**src/rtl/adc_backend_consts.svh**
```systemverilog
// Purpose: Constants of the converter digital back end
// Assumes: Included by package and design files
// Notes:   Counts are in sample cycles unless named otherwise
`ifndef ADC_BACKEND_CONSTS_SVH
`define ADC_BACKEND_CONSTS_SVH

// Datapath widths
`define WORD_W          8
`define STAGE_W         2
`define STAGE_CNT       7
`define SUM_W           10
`define FULL_SCALE      8'hff

// Delay line depth for the first stage pair
`define DLY_MAX         3

// Stage sampling masks: even stages sample with the sampling phase
`define EVEN_STAGE_MASK 7'h55

// Sample clock built from core clock cycles: sample, gap, hold, gap
`define CORE_PER_SAMPLE 4

// Latency and power-up interval in sample cycles
`define LAT_CYCLES      7
`define INIT_CYCLES     20
`define INIT_CNT_W      5
`define INIT_RST        5'h00

// Output buffer
`define FIFO_DEPTH      4

`endif

```
**src/rtl/adc_backend_pkg.sv**
```systemverilog
// Purpose: Types and the output coding function of the back end
// Assumes: adc_backend_consts.svh present
// Notes:   Holds no numbers of its own
`include "adc_backend_consts.svh"

package adc_backend_pkg;

  typedef logic [`WORD_W-1:0]  word_t;
  typedef logic [`STAGE_W-1:0] stage_word_t;
  typedef logic [`SUM_W-1:0]   sum_t;

  typedef enum logic [1:0] {PH_SAMP, PH_GAP1, PH_HOLD, PH_GAP2} phase_t;

  typedef struct packed {
    phase_t                                          phase;
    logic [`INIT_CNT_W-1:0]                          initCnt;
    logic                                            initDone;
    logic [`STAGE_CNT-1:0][`DLY_MAX-1:0][`STAGE_W-1:0] dly;
    word_t                                           latch1;
    logic                                            latch1Full;
    word_t                                           latch2;
    logic                                            strobe;
  } core_state_t;

  // Two's complement differs from offset binary only in the MSB
  function automatic word_t fmtWord(word_t w, logic twos);
    return twos ? {~w[`WORD_W-1], w[`WORD_W-2:0]} : w;
  endfunction

endpackage

```
**src/rtl/word_stream_if.sv**
```systemverilog
// Purpose: Valid/ready word carrier between back end and buffer
// Assumes: One clock domain
// Notes:   No clocking block; plain handshake
`timescale 1ns/1ps
`default_nettype none

interface word_stream_if #(
  parameter int W = 8
) ();
  logic         valid;
  logic         ready;
  logic [W-1:0] data;

  modport src (output valid, output data, input ready);
  modport snk (input valid, input data, output ready);
endinterface

`default_nettype wire

```
**src/rtl/sample_fifo.sv**
```systemverilog
// Purpose: Small word buffer with valid/ready on both sides
// Assumes: DEPTH is a power of two
// Notes:   Head word is read straight from the storage registers
`timescale 1ns/1ps
`default_nettype none

module sample_fifo #(
  parameter int WIDTH = 8,
  parameter int DEPTH = 4
) (
  input  wire logic  clk,
  input  wire logic  rstN,
  input  wire logic  clkEn,
  word_stream_if.snk pushSide,
  word_stream_if.src popSide
);
  localparam int AW = $clog2(DEPTH);

  typedef struct packed {
    logic [DEPTH-1:0][WIDTH-1:0] mem;
    logic [AW-1:0]               wrPtr;
    logic [AW-1:0]               rdPtr;
    logic [AW:0]                 fill;
  } fifo_state_t;

  fifo_state_t st_q;
  fifo_state_t st_d;
  logic        doPush;
  logic        doPop;

  assign pushSide.ready = (st_q.fill != (AW+1)'(DEPTH));
  assign popSide.valid  = (st_q.fill != '0);
  assign popSide.data   = st_q.mem[st_q.rdPtr];
  assign doPush         = clkEn && pushSide.valid && pushSide.ready;
  assign doPop          = clkEn && popSide.valid && popSide.ready;

  always_comb begin
    st_d = st_q;
    if (doPush) begin
      st_d.mem[st_q.wrPtr] = pushSide.data;
      st_d.wrPtr           = st_q.wrPtr + 1'b1;
    end
    if (doPop) begin
      st_d.rdPtr = st_q.rdPtr + 1'b1;
    end
    case ({doPush, doPop})
      2'b10:   st_d.fill = st_q.fill + 1'b1;
      2'b01:   st_d.fill = st_q.fill - 1'b1;
      default: st_d.fill = st_q.fill;
    endcase
  end

  always_ff @(posedge clk or negedge rstN) begin
    if (!rstN) begin
      st_q <= '0;
    end else begin
      st_q <= st_d;
    end
  end

endmodule

`default_nettype wire

```
**src/rtl/adc_backend.sv**
```systemverilog
// Purpose: Digital back end of a pipelined sampling converter
// Assumes: Stage i presents its word for sample N before the tick
//          that closes sample cycle N+1+i/2
// Notes:   One sample cycle spans four core clock cycles
//
// Contract
// - Word appears seventh sample cycle after sampling
// - Outputs invalid for twenty cycles after power-up
// - Then one new word every sample cycle
// - Output passes two latch stages before bus
// - Format select chooses offset binary or two's complement
// - Two internal phases never overlap
// - Sampling phase connects input, clears hold; capture
// - Holding phase joins samplers, holds onto amplifier
// - Identical two-bit stages plus final two-bit stage
// - Alternate stages sample in opposite phases
// - Each stage word carries one redundant bit
// - Delay line aligns stage words with final
// - Correction merges aligned words using redundant bits
// - Full scale: all ones, or 0 then ones
`timescale 1ns/1ps
`default_nettype none
`include "adc_backend_consts.svh"

module adc_backend
  import adc_backend_pkg::*;
(
  input  wire logic                              core_clk,
  input  wire logic                              arst_n,
  input  wire logic                              clkEn,
  input  wire logic                              formatSelect,
  input  wire logic                              outputEnable_n,
  input  wire logic                              rxStall,
  input  wire logic [`STAGE_CNT-1:0][`STAGE_W-1:0] stageWord,
  output logic                                   sampPhase,
  output logic                                   holdPhase,
  output logic                                   captureStrobe,
  output logic      [`STAGE_CNT-1:0]             stageSample,
  output logic                                   stageReady,
  output logic      [`WORD_W-1:0]                dataOut,
  output logic                                   busDriveEn_n,
  output logic                                   dataValid,
  output logic                                   wordStrobe
);

  // Reset release: asserted at once, released after two edges
  logic [1:0] rstSync_q;
  logic       rstN;

  always_ff @(posedge core_clk or negedge arst_n) begin
    if (!arst_n) begin
      rstSync_q <= 2'h0;
    end else begin
      rstSync_q <= {rstSync_q[0], 1'b1};
    end
  end

  assign rstN = rstSync_q[1];

  core_state_t st_q;
  core_state_t st_d;

  logic                          tick;
  stage_word_t [`STAGE_CNT-1:0]  aligned;
  sum_t                          corrSum;
  word_t                         corrWord;
  logic                          pop;
  logic                          xfer;

  word_stream_if #(.W(`WORD_W)) fifoIn ();
  word_stream_if #(.W(`WORD_W)) fifoOut ();

  // Internal clock phases, separated by one idle core cycle each
  // non-overlapping phases
  assign sampPhase     = (st_q.phase == PH_SAMP);
  assign holdPhase     = (st_q.phase == PH_HOLD);
  assign captureStrobe = (st_q.phase == PH_GAP1);
  // Closing edge of each sample cycle
  assign tick          = (st_q.phase == PH_GAP2);

  // Per-stage clocking and alignment taps
  for (genvar i = 0; i < `STAGE_CNT; i++) begin : g_stage
    localparam int Dly = `DLY_MAX - i / 2;
    assign stageSample[i] = (i % 2 == 0) ? sampPhase : holdPhase;
    if (Dly == 0) begin : g_direct
      assign aligned[i] = stageWord[i];
    end else begin : g_delayed
      assign aligned[i] = st_q.dly[i][Dly-1];
    end
  end

  // Stage words overlap by one bit; the redundant bit is absorbed by the
  // sum, and a total sum above full scale saturates instead of wrapping
  always_comb begin
    corrSum = '0;
    for (int i = 0; i < `STAGE_CNT - 1; i++) begin
      corrSum = corrSum + (sum_t'(aligned[i]) << (`STAGE_CNT - 1 - i));
    end
    corrSum = corrSum + sum_t'(aligned[`STAGE_CNT-1]);
    if (corrSum > sum_t'(`FULL_SCALE)) begin
      corrWord = `FULL_SCALE;
    end else begin
      corrWord = corrSum[`WORD_W-1:0];
    end
  end

  // Corrected words enter the buffer once per sample cycle
  assign fifoIn.valid  = tick && clkEn;
  assign fifoIn.data   = corrWord;
  assign stageReady    = fifoIn.ready;
  assign fifoOut.ready = tick && clkEn && !rxStall;
  assign pop           = fifoOut.valid && fifoOut.ready;
  assign xfer          = tick && !rxStall && st_q.latch1Full;

  sample_fifo #(
    .WIDTH (`WORD_W),
    .DEPTH (`FIFO_DEPTH)
  ) u_fifo (
    .clk      (core_clk),
    .rstN     (rstN),
    .clkEn    (clkEn),
    .pushSide (fifoIn),
    .popSide  (fifoOut)
  );

  always_comb begin
    st_d = st_q;
    if (clkEn) begin
      st_d.strobe = 1'b0;
      case (st_q.phase)
        PH_SAMP: begin
          st_d.phase = PH_GAP1;
        end
        PH_GAP1: begin
          st_d.phase = PH_HOLD;
        end
        PH_HOLD: begin
          st_d.phase = PH_GAP2;
        end
        PH_GAP2: begin
          st_d.phase = PH_SAMP;
        end
        default: begin
          st_d.phase = PH_SAMP;
        end
      endcase
      if (tick) begin
        if (!st_q.initDone) begin
          if (st_q.initCnt == `INIT_CNT_W'(`INIT_CYCLES - 1)) begin
            st_d.initDone = 1'b1;
          end else begin
            st_d.initCnt = st_q.initCnt + 1'b1;
          end
        end
        // A full buffer freezes the alignment; words offered then are lost
        // delay line shift
        if (fifoIn.ready) begin
          for (int i = 0; i < `STAGE_CNT; i++) begin
            st_d.dly[i][0] = stageWord[i];
            for (int k = 1; k < `DLY_MAX; k++) begin
              st_d.dly[i][k] = st_q.dly[i][k-1];
            end
          end
        end
        if (xfer) begin
          st_d.latch2 = st_q.latch1;
          st_d.strobe = 1'b1;
        end
        if (pop) begin
          st_d.latch1     = fmtWord(fifoOut.data, formatSelect);
          st_d.latch1Full = 1'b1;
        end else if (xfer) begin
          st_d.latch1Full = 1'b0;
        end
      end
    end
  end

  always_ff @(posedge core_clk or negedge rstN) begin
    if (!rstN) begin
      st_q         <= '0;
      st_q.phase   <= PH_SAMP;
      st_q.initCnt <= `INIT_RST;
    end else begin
      st_q <= st_d;
    end
  end

  assign wordStrobe   = st_q.strobe;
  assign dataValid    = st_q.initDone;
  assign dataOut      = st_q.latch2;
  assign busDriveEn_n = outputEnable_n;

  // Checks below assume the clock enable is high; a freeze aborts them
  logic [5:0] tickCnt;

  always_ff @(posedge core_clk or negedge rstN) begin
    if (!rstN) begin
      tickCnt <= 6'h00;
    end else if (clkEn && tick && tickCnt != 6'h3f) begin
      tickCnt <= tickCnt + 1'b1;
    end
  end
endmodule

`default_nettype wire

```
**config.mk**
```make
export PLATFORM = sky130hd
export DESIGN_NAME = adc_backend
export DESIGN_NICKNAME = d
export VERILOG_FILES = /design/src/rtl/adc_backend_pkg.sv /design/src/rtl/word_stream_if.sv /design/src/rtl/sample_fifo.sv /design/src/rtl/adc_backend.sv
export VERILOG_INCLUDE_DIRS = /design/src /design/src/rtl
export SDC_FILE = /design/constraint.sdc
export NUM_CORES = 1
export LEC_CHECK = 0
export ABC_AREA = 1
export BUFFER_PORTS_ARGS = -buffer_cell sky130_fd_sc_hd__buf_2
export CELL_PAD_IN_SITES_DETAIL_PLACEMENT = 0
export CELL_PAD_IN_SITES_GLOBAL_PLACEMENT = 1
export CORE_ASPECT_RATIO = 1.75
export CORE_MARGIN = 2
export CORE_UTILIZATION = 45
export DETAILED_ROUTE_END_ITERATION = 7
export GPL_TIMING_DRIVEN = 0
export PLACE_DENSITY_LB_ADDON = 0.1
export REMOVE_ABC_BUFFERS = 1
export SLEW_MARGIN = 40
export SYNTH_ARGS = -nofsm -noshare
export SYNTH_HDL_FRONTEND = slang
export SYNTH_SLANG_ARGS = --single-unit
```
**constraint.sdc**
```tcl
create_clock -name core_clk -period 3.4 [get_ports core_clk]
set_clock_uncertainty 0.1 [all_clocks]
set_input_delay 0.51 -clock core_clk [delete_from_list [all_inputs] [get_ports core_clk]]
set_output_delay 0.51 -clock core_clk [all_outputs]
set_load 0.005 [all_outputs]
```
Yosys cells after proc, flatten, opt, wreduce, memory -nomap -nowiden
Index checks and enable logic that the tools add are counted.
{ "totals": {"ff_bits": 91, "input_bits": 20, "out_inout_bits": 22} }
{ "op_classes": {"addsub": 11, "n_lt_le_gt_ge": 4, "n_eq_ne": 7, "n_mux": 15, "bitwise": 3, "reduce_logical": 21} }
{ "ops": {"columns": ["cell", "count"], "rows": [
  ["bitwise mux 32 bit", 1],
  ["2-to-1 mux 8 bit", 4],
  ["binary-select mux 8 bit (select 2 bit)", 1],
  ["demux 8 bit (select 2 bit)", 1],
  ["AND reduction 3 bit", 4],
  ["adder 10 x 2 -> 10 bit", 1],
  ["adder 10 x 3 -> 10 bit", 1],
  ["adder 10 x 4 -> 10 bit", 1],
  ["adder 10 x 5 -> 10 bit", 1],
  ["adder 9 x 6 -> 10 bit", 1],
  ["greater-than comparator 10 x 8 -> 1 bit (second input constant)", 1],
  ["logical AND 1 bit", 10],
  ["adder 8 x 7 -> 9 bit", 1],
  ["case mux 2 bit (4 select lines)", 1],
  ["== test 2 bit (second input constant)", 3],
  ["< comparator 2 x 3 -> 1 bit (second input constant)", 2],
  ["2-to-1 mux 1 bit", 6],
  ["case mux 3 bit (2 select lines)", 1],
  ["adder 5 x 1 -> 5 bit (second input constant)", 1],
  ["== test 5 bit (second input constant)", 1],
  ["adder 2 x 1 -> 2 bit (second input constant)", 2],
  ["== test 2 x 1 -> 1 bit (second input constant)", 2],
  ["AND reduction 4 bit", 1],
  ["nonzero test 2 bit", 2],
  ["9 further kinds", 11]
]} }

Logic depth before layout (Yosys ltp)
Gate-level depths: netlist of run 1.
{ "logic_depth": {"word_depth": 9, "depth_mapped": 12, "mapped_depth_nobuf": 11} }

Modules after synthesis
From an unflattened synthesis of run 1, not the netlist that was laid out.
{ "unflattened": {"hier_cells": 540, "hier_area_um2": 4674.5} }
{ "modules_own_cells": {"columns": ["mod", "instances", "cells_each", "area_per_inst_um2"], "rows": [
  ["adc_backend", 1, 289, 2576.2],
  ["sample_fifo", 1, 251, 2098.3]
]} }

Least setup slack after synthesis of run 1
OpenSTA, ideal clock, no wires.
{ "synth_timing": {"kind": "register to register", "start": "reg st_q[66] in the netlist's numbering", "end": "reg u_fifo.st_q[2] in the netlist's numbering", "setup_ns": 0.131, "t_arrival_ns": 2.073, "setup_slack_ns": 1.096, "path_stages_with_launch": 13, "synth_period_minus_slack_ns": 2.304, "cell_sequence": "dfrtp_1 ha_1 nand2_2 inv_2 nand2_4 buf_8 buf_4 ha_1 inv_1 fa_1 a21oi_1 o21ai_0 xor2_1"} }
{ "synth_between": {"elab_chain_cells": 6, "word_cells_on_any_way": 10, "classes_between": "eq/ne (3); mux (1); reduce/logical (6)"} }
{ "synth_lines": {"columns": ["item", "line_no", "source"], "rows": [
  ["start, declared", "adc_backend.sv:60", "core_state_t st_q;"],
  ["start signal, assigned", "adc_backend.sv:185", "st_q <= st_d;"],
  ["== test 2 bit (*)", "adc_backend.sv:79", "assign tick = (st_q.phase == PH_GAP2);"],
  ["logical AND 1 bit (*)", null, null],
  ["logical AND 1 bit (on tied branches)", "adc_backend.sv:111, sample_fifo.sv:34", null],
  ["logical AND 1 bit (on tied branches)", "sample_fifo.sv:35, sample_fifo.sv:34", null],
  ["== test 2 x 1 -> 1 bit / == test 2 bit (equally long branches)", "sample_fifo.sv:46", "case ({doPush, doPop})"],
  ["case mux 3 bit (2 select lines) / nonzero test 2 bit (equally long branches)", null, null],
  ["end signal, assigned", "sample_fifo.sv:57", "st_q <= st_d;"],
  ["end, declared", "sample_fifo.sv:26", "fifo_state_t st_q;"]
]} }
Every way passes the cells marked *; elsewhere a longest branch is shown, timed or not.
A chain may end at the register's enable or synchronous reset.

Final worst setup path of run 1
Same ends and word-level chain as after synthesis.

==> results by group, run 1 <==
Outcome
  • Run status: finished clean

Clock tree
  • Clock Path Buffers: 2
  • TritonCTS clock tree: yes
  • CTS clk-pin slew, worst paths: 0.06 ns
  • Clk sinks: 91
  • # Post-CTS Setup Buffers: 0
  • Worst-skew pair later-pin latency: 0.35 ns
  • H-tree Lvls: 3
  • Total clock buffers created by CTS: 9
  • Post_cts resized: 0
  • Root Driver: clkbuf_16

Global route
  • Number of global-route vias before repair: 2995
  • GR Overflow Total: 0
  • First-pass GRT wire length: 14100 µm
  • Largest net degree at the start of global routing: 39
  • Total GRT Usage: 17.6%
  • Initial antenna violation count: 0

Yosys
  • Top cells by count, synth: nand2_1, dfrtp_1, inv_1
  • Seq/Total Area, Yosys: 51.9%
  • Post-Syn Area per Cell: 8.87 µm²
  • Combinational family with the most area after synthesis: simple AND/OR/NAND/NOR gates
  • #FFs+latches synth: 91
  • Mapped Area: 4390 µm²
  • Mapped Cells: 495
  • Warnings from Yosys: 0
  • Async set-reset flop share out of synthesis: 100%
  • Count leader, synth: nand2_1
  • Xor/xnor share of the synthesized area: 1.80%
  • Area share of fa/ha/maj cells after synthesis: 5.47%
  • Mux cell area share after synthesis: 1.54%
  • Synth Area in Simple Gates: 20.6%
  • Post-synth EDFFs: 0
  • Top cell type's share of synthesized area: 51.9%
  • Synth unique cells: 33
  • Most used flip-flop cell after synthesis: dfrtp_1
  • Largest area contributor in the netlist: dfrtp_1
  • Most area-consuming cells after synthesis: dfrtp_1, nand2_1, o21ai_0, ha_1, inv_1
  • Synth Area in Compound Gates: 8.72%

STA
  • Crit share post-route: 72.8%
  • Max transition margin: 58.6%
  • Fmax: 0.404 GHz
  • Final hold vios: 0
  • Worst-Margin Slew: 0.621 ns
  • Final setup viols: 0
  • Unrepaired setup endpoints after global routing: no
  • Final min period: 2.48 ns
  • Post-route setup slack: 0.923 ns
  • Pins over their slew limit: 0

Placement
  • DP Worst Slack: 0.864 ns
  • PortBufs: 39
  • RD Place Congestion: 0.748
  • Post-DP HPWL: 6200 µm
  • Placed cells: 629

Setup path
  • Critical Path Fanout Max: 30
  • R2R depth: 10
  • Crit. End Element: flip-flop
  • Worst R2R End: u_fifo.st_q[2]
  • CP max stage cell: dfrtp_1
  • CP required: 3.53 ns
  • Critical path class: flip-flop to flip-flop
  • Reg2reg start: st_q[66]
  • Crit path cell chain: ha_1 -> nand2_2 -> inv_2 -> nand2_4 -> ha_1 -> inv_1 -> fa_1 -> a21oi_1 -> o21ai_0 -> xor2_1
  • Reg2Reg Setup Slack: 0.92 ns
  • Critical Path Most Common Cell: ha_1
  • Slowest Stage Delay on Critical Path: 0.41 ns
  • WP data arrival: 2.60 ns
  • Crit path launch type: flip-flop

Detailed routing
  • Final wirelength: 8460 µm
  • Vias: 3056
  • Average wire per standard cell: 13.1 µm
  • Post-route ant nets: 0
  • Post-route DRC: 0
  • DRT Pass-1 Iters: 4
  • Vias/cell: 4.73
  • Drt initial violations: 143

Cells and area
  • Antenna diode count: 0
  • Final #Nets: 557
  • Fill cells: 932
  • Core Util, Final: 51.9%
  • Area Overhead vs Synth: 11.9%
  • Non-Filler Instances: 646
  • Share of layout cells above drive strength 1: 15.6%

Die
  • Die width: 78.7 µm
  • Die Ht: 135 µm
  • Core Box Area: 9470 µm²
  • Die ar.: 10600 µm²
  • Starting Density: 46.4%
  • # IOs: 42
  • Site Rows: 47

Worst hold path
  • Worst hold-check path type: flip-flop to async pin

Power and ir drop
  • P_leak: 2.64 nW
  • VDD IR max: 418 µV
  • Total power per unit cell area: 888 nW/µm²

Run
  • Max Cap Viol: 0
## per-layer routing
metal | vias to the layer above | share of wire (%) | GRT usage, %
li1 | 1579 | - | -
met1 | 1412 | 40 | 18.6
met2 | 51 | 54 | 32.6
met3 | 14 | 3.1 | 3.81
met4 | 0 | 2.3 | 8.09
met5 | - | 0 | 0
## worst max-delay path by stage
stage | from | endpoint | slack [ns] | cells past startpoint
2_1_floorplan | rstSync_q[1] | aligned[0] | 0.58 | 0
3_3_place_gp | rstSync_q[1] | u_fifo.st_q[18] | -0.48 | 0
3_5_place_dp | clkEn | u_fifo.st_q[2] | 0.86 | 10
4_1_cts | st_q[66] | u_fifo.st_q[2] | 0.91 | 10
5_1_grt | st_q[66] | u_fifo.st_q[2] | 0.72 | 10
6_report | st_q[66] | u_fifo.st_q[2] | 0.92 | 10
## per-stage QoR
stage	total power [W]	hold WS, ns	setup TNS (ns)	area [µm²]
5_1_grt	0.00472	0.171	0	4910
2_1_floorplan	0.00280	0.114	0	4170
4_1_cts	0.00443	0.149	0	4910
6_report	0.00436	0.130	0	4910
3_5_place_dp	0.00327	0.140	0	4560
3_3_place_gp	0.00321	0.195	-41.81	4520
## critical path, delay by kind of cell, from the launching register on
kind            cells  cell delay [ns]
simple gates        2             0.46
fa+ha+maj           3             0.84
xor+xnor            1             0.15
buf+inv             2             0.14
flops               1             0.41
compound gates      2             0.26
## layout by cell type (no fill, tap or decap), drive strengths merged, types with 2 or more instances in the layout
master / netlist / routed
clkinv: 0 / 2
mux2: 5 / 5
nand3: 15 / 15
nand2: 167 / 167
o22ai: 3 / 3
nor2: 26 / 26
xor2: 7 / 7
fa: 2 / 2
bufinv: 0 / 3
a21oi: 10 / 10
clkbuf: 1 / 11
inv: 57 / 57
o21ai: 57 / 57
or2: 2 / 2
a31oi: 4 / 4
ha: 16 / 16
buf: 28 / 41
dfrtp: 91 / 91
xnor2: 2 / 2
## what timing repair did
action	in CTS	in global routing
setup endpoints to repair	0	0
hold buffers	1	0
endpoints found under the hold margin	2	0
## registers in the layout, indices dropped and copies added (netlist names)
name,count
dataOut,8
dataValid,1
wordStrobe,1
rstSync_q,2
st_q,28
u_fifo.st_q,39
aligned,12
## kinds of logic after synthesis
family / after synthesis
xor+xnor: 9
mux: 5
flops: 91
other cells: 1
compound gates: 74
fa+ha+maj: 18
buf+inv: 86
simple gates: 211
## area by class of cell
type	count	area (µm²)	share of cell area, %
inverter	57	214	4.35
multi-input combinational	318	1680	34.1
tap	122	153	3.11
timing repair buffer	42	245	4.99
sequential	91	2280	46.4
clock buffer	11	243	4.94
clock inverter	5	100	2.04
## report_power, final
| part | switching, W | internal (W) | total, W |
|---|---|---|---|
| Sequential | 0.000258 | 0.00150 | 0.00176 |
| Combinational | 0.000889 | 0.000571 | 0.00146 |
| Clock | 0.000405 | 0.000736 | 0.00114 |
Power figures use the tool's default switching activity.
==> run 2, diff against run 1 <==
--- a/config.mk
+++ b/config.mk
@@ -12,7 +12,7 @@
 export CELL_PAD_IN_SITES_GLOBAL_PLACEMENT = 1
 export CORE_ASPECT_RATIO = 1.75
 export CORE_MARGIN = 2
-export CORE_UTILIZATION = 45
+export CORE_UTILIZATION = 41
 export DETAILED_ROUTE_END_ITERATION = 7
 export GPL_TIMING_DRIVEN = 0
 export PLACE_DENSITY_LB_ADDON = 0.1
==> constraint.sdc (replaced) <==
create_clock -name core_clk -period 2.1 [get_ports core_clk]
set_clock_uncertainty 0.1 [all_clocks]
set_input_delay 0.315 -clock core_clk [delete_from_list [all_inputs] [get_ports core_clk]]
set_output_delay 0.315 -clock core_clk [all_outputs]
set_load 0.005 [all_outputs]
==> run 2 against run 1 <==
Compared with the run above:
- via count increased by 1.7%
- non-clock buffer count rose by 8
- worst hold slack lost 0.067 ns
- sequential cell count is the same
- worst setup slack worse by 0.87 ns
- clock-buffer cell count is the same
- total power increased by 65%
==> results by group, run 2 (synthesized netlist as in run 1, its figures left out) <==
STA
  • Crit share post-route: 97.7% (+25 points)
  • Post-route setup slack: 0.0493 ns (-0.874 ns)
  • Setup TNS: 0 ns (unchanged)
  • Final min period: 2.05 ns (-0.426 ns)
  • Pins over their slew limit: 0 (unchanged)
  • Worst-Margin Slew: 0.563 ns (-0.0579 ns)
  • Max transition margin: 62.5% (+3.9 points)
  • Fmax: 0.488 GHz (+21%)
  • Final hold vios: 0 (unchanged)
  • Hold_ws: 0.0633 ns (-0.0672 ns)
  • Unrepaired setup endpoints after global routing: yes
  • Final setup viols: 0 (unchanged)

Detailed routing
  • DRT Pass-1 Iters: 4 (unchanged)
  • Vias: 3108 (+1.7%)
  • Vias/cell: 4.69 (-0.91%)
  • Final wirelength: 9000 µm (+6.4%)
  • Drt initial violations: 248 (+73%)
  • Post-route DRC: 0 (unchanged)
  • Post-route ant nets: 0 (unchanged)
  • Average wire per standard cell: 13.6 µm (+3.7%)

Worst hold path
  • Worst hold-check path type: primary input to flip-flop

Global route
  • Initial antenna violation count: 0 (unchanged)
  • Number of global-route vias before repair: 3083 (+2.9%)
  • Total GRT Usage: 17.4% (-0.16 points)
  • Largest net degree at the start of global routing: 42 (+7.7%)
  • First-pass GRT wire length: 15100 µm (+7.2%)
  • GR Overflow Total: 0 (unchanged)

Power and ir drop
  • P_leak: 2.69 nW (+1.9%)
  • Fraction of power spent switching nets: 36.7% (+1.1 points)
  • Clk pwr share: 24.5% (-1.7 points)
  • Comb pwr share: 35.8% (+2.3 points)
  • Total power per unit cell area: 1420 nW/µm² (+60%)
  • P_sw: 0.00263 W (+70%)
  • Sequential Power Share: 39.8% (-0.6 points)
  • VDD IR max: 654 µV (+56%)
  • Cell Int Power: 0.00455 W (+62%)

Run
  • Max Cap Viol: 0 (unchanged)

Placement
  • Placed cells: 637 (+1.3%)
  • Post-DP HPWL: 6380 µm (+3.0%)
  • RD Place Congestion: 0.766 (+2.4%)
  • PortBufs: 39 (unchanged)
  • DP Worst Slack: -0.433 ns (-1.30 ns)

Clock tree
  • Clk sinks: 91 (unchanged)
  • Clock Path Buffers: 2 (unchanged)
  • H-tree Lvls: 3 (unchanged)
  • TritonCTS clock tree: yes
  • Worst-skew pair later-pin latency: 0.34 ns (about the same)
  • Root Driver: clkbuf_16
  • Total clock buffers created by CTS: 9 (unchanged)
  • CTS clk-pin slew, worst paths: 0.06 ns (about the same)

Setup path
  • CP required: 2.23 ns (-1.30 ns)
  • Crit path launch type: flip-flop
  • Crit. End Element: flip-flop
  • Crit path cell chain: ha_4 -> nand2_4 -> nor2_4 -> nand2_4 -> clkinv_4 -> ha_4 -> inv_4 -> fa_2 -> a21oi_2 -> o21ai_2 -> xor2_1
  • Slowest Stage Delay on Critical Path: 0.40 ns (about the same)
  • WP data arrival: 2.18 ns (-0.42 ns)
  • CP max stage cell: dfrtp_1
  • Critical path class: flip-flop to flip-flop
  • Critical Path Fanout Max: 4 (-87%)

Cells and area
  • Share of layout cells above drive strength 1: 18.4% (+2.7 points)
  • Reg with most FFs: u_fifo.st_q
  • Max reg flops: 39 (unchanged)
  • Non-Filler Instances: 663 (+2.6%)
  • Antenna diode count: 0 (unchanged)
  • Commonest non-fill, non-tap cell in the layout: nand2_1
  • Area Overhead vs Synth: 15.6%
  • Fill cells: 1053 (+13%)
  • Commonest non-fill, non-tap cells in the layout: nand2_1, dfrtp_1, inv_1
  • Core Util, Final: 48.0% (-3.9 points)
  • Final #Nets: 566 (+1.6%)

Die
  • Starting Density: 41.5% (-4.8 points)
  • Site Rows: 50 (+6.4%)
  • Die ar.: 11600 µm² (+9.4%)
  • Die width: 82.2 µm (+4.5%)
  • # IOs: 42 (unchanged)
  • Die Ht: 141 µm (+4.6%)
  • Core Box Area: 10600 µm² (+12%)

Outcome
  • Run status: finished clean
run 2: final cells by class:
class	count	area, µm²	share of cell area, %
inverter	57	224	4.41
clock inverter	5	75.1	1.48
sequential	91	2280	45.0
tap	130	163	3.21
timing repair buffer	50	318	6.26
clock buffer	11	253	4.98
multi-input combinational	319	1760	34.7
run 2: through the flow:
step / total power (W) / area, µm²
CTS: 0.00722 / 4990
detailed placement: 0.00531 / 4570
floorplan: 0.00453 / 4170
global route: 0.00782 / 5070
finish: 0.00719 / 5070
global placement: 0.00522 / 4530
run 2: worst max-delay path, delay by kind of cell (launching register included):
kind,cells,cell delay (ns)
AOI/OAI and AO/OA,2,0.21
buffers and inverters,2,0.11
adders and majority gates,3,0.69
and+or+nand+nor,3,0.27
xor gates and xnor gates,1,0.14
DFF,1,0.40
run 2: power by group through the flow:
| stage | clock [W] | sequential, W | combinational [W] |
|---|---|---|---|
| after global routing | 0.00189 | 0.00295 | 0.00297 |
| final | 0.00176 | 0.00286 | 0.00257 |
| after CTS | 0.00182 | 0.00285 | 0.00256 |
| after detailed placement | 0 | 0.00289 | 0.00242 |
| after floorplan | 0 | 0.00279 | 0.00174 |
| after global placement | 0 | 0.00289 | 0.00233 |
run 2: final timing paths:
check / startpoint / endpoint / slack (ns) / depth (start not counted)
max reg2reg: st_q[67] / u_fifo.st_q[2] / 0.05 / 11
max: st_q[67] / u_fifo.st_q[2] / 0.05 / 11
min: stageWord[10] / aligned[10] / 0.06 / 3
min in group asynchronous: rstSync_q[1] / u_fifo.st_q[1] / 0.14 / 0
max in group asynchronous: rstSync_q[1] / u_fifo.st_q[10] / 1.22 / 1
min reg2reg: rstSync_q[1] / u_fifo.st_q[1] / 0.14 / 0
run 2: what timing repair did:
| item | 4_1_cts | 5_1_grt |
|---|---|---|
| setup buffers | 6 | 2 |
| resized for setup | 8 | 13 |
| hold buffers | 1 | 0 |
| endpoints found under the hold margin | 2 | 0 |
| pin swaps | 1 | 7 |
| setup endpoints to repair | 6 | 22 |
| gates cloned | 1 | 0 |
run 2: routing by layer:
metal / wire length [µm] / share of wire (%) / vias to the layer above / track usage, %
li1: - / - / 1593 / -
met1: 3530 / 39 / 1455 / 19.3
met2: 5040 / 56 / 49 / 31.8
met3: 265 / 2.9 / 11 / 2.94
met4: 162 / 1.8 / 0 / 6.84
met5: 0 / 0 / - / 0
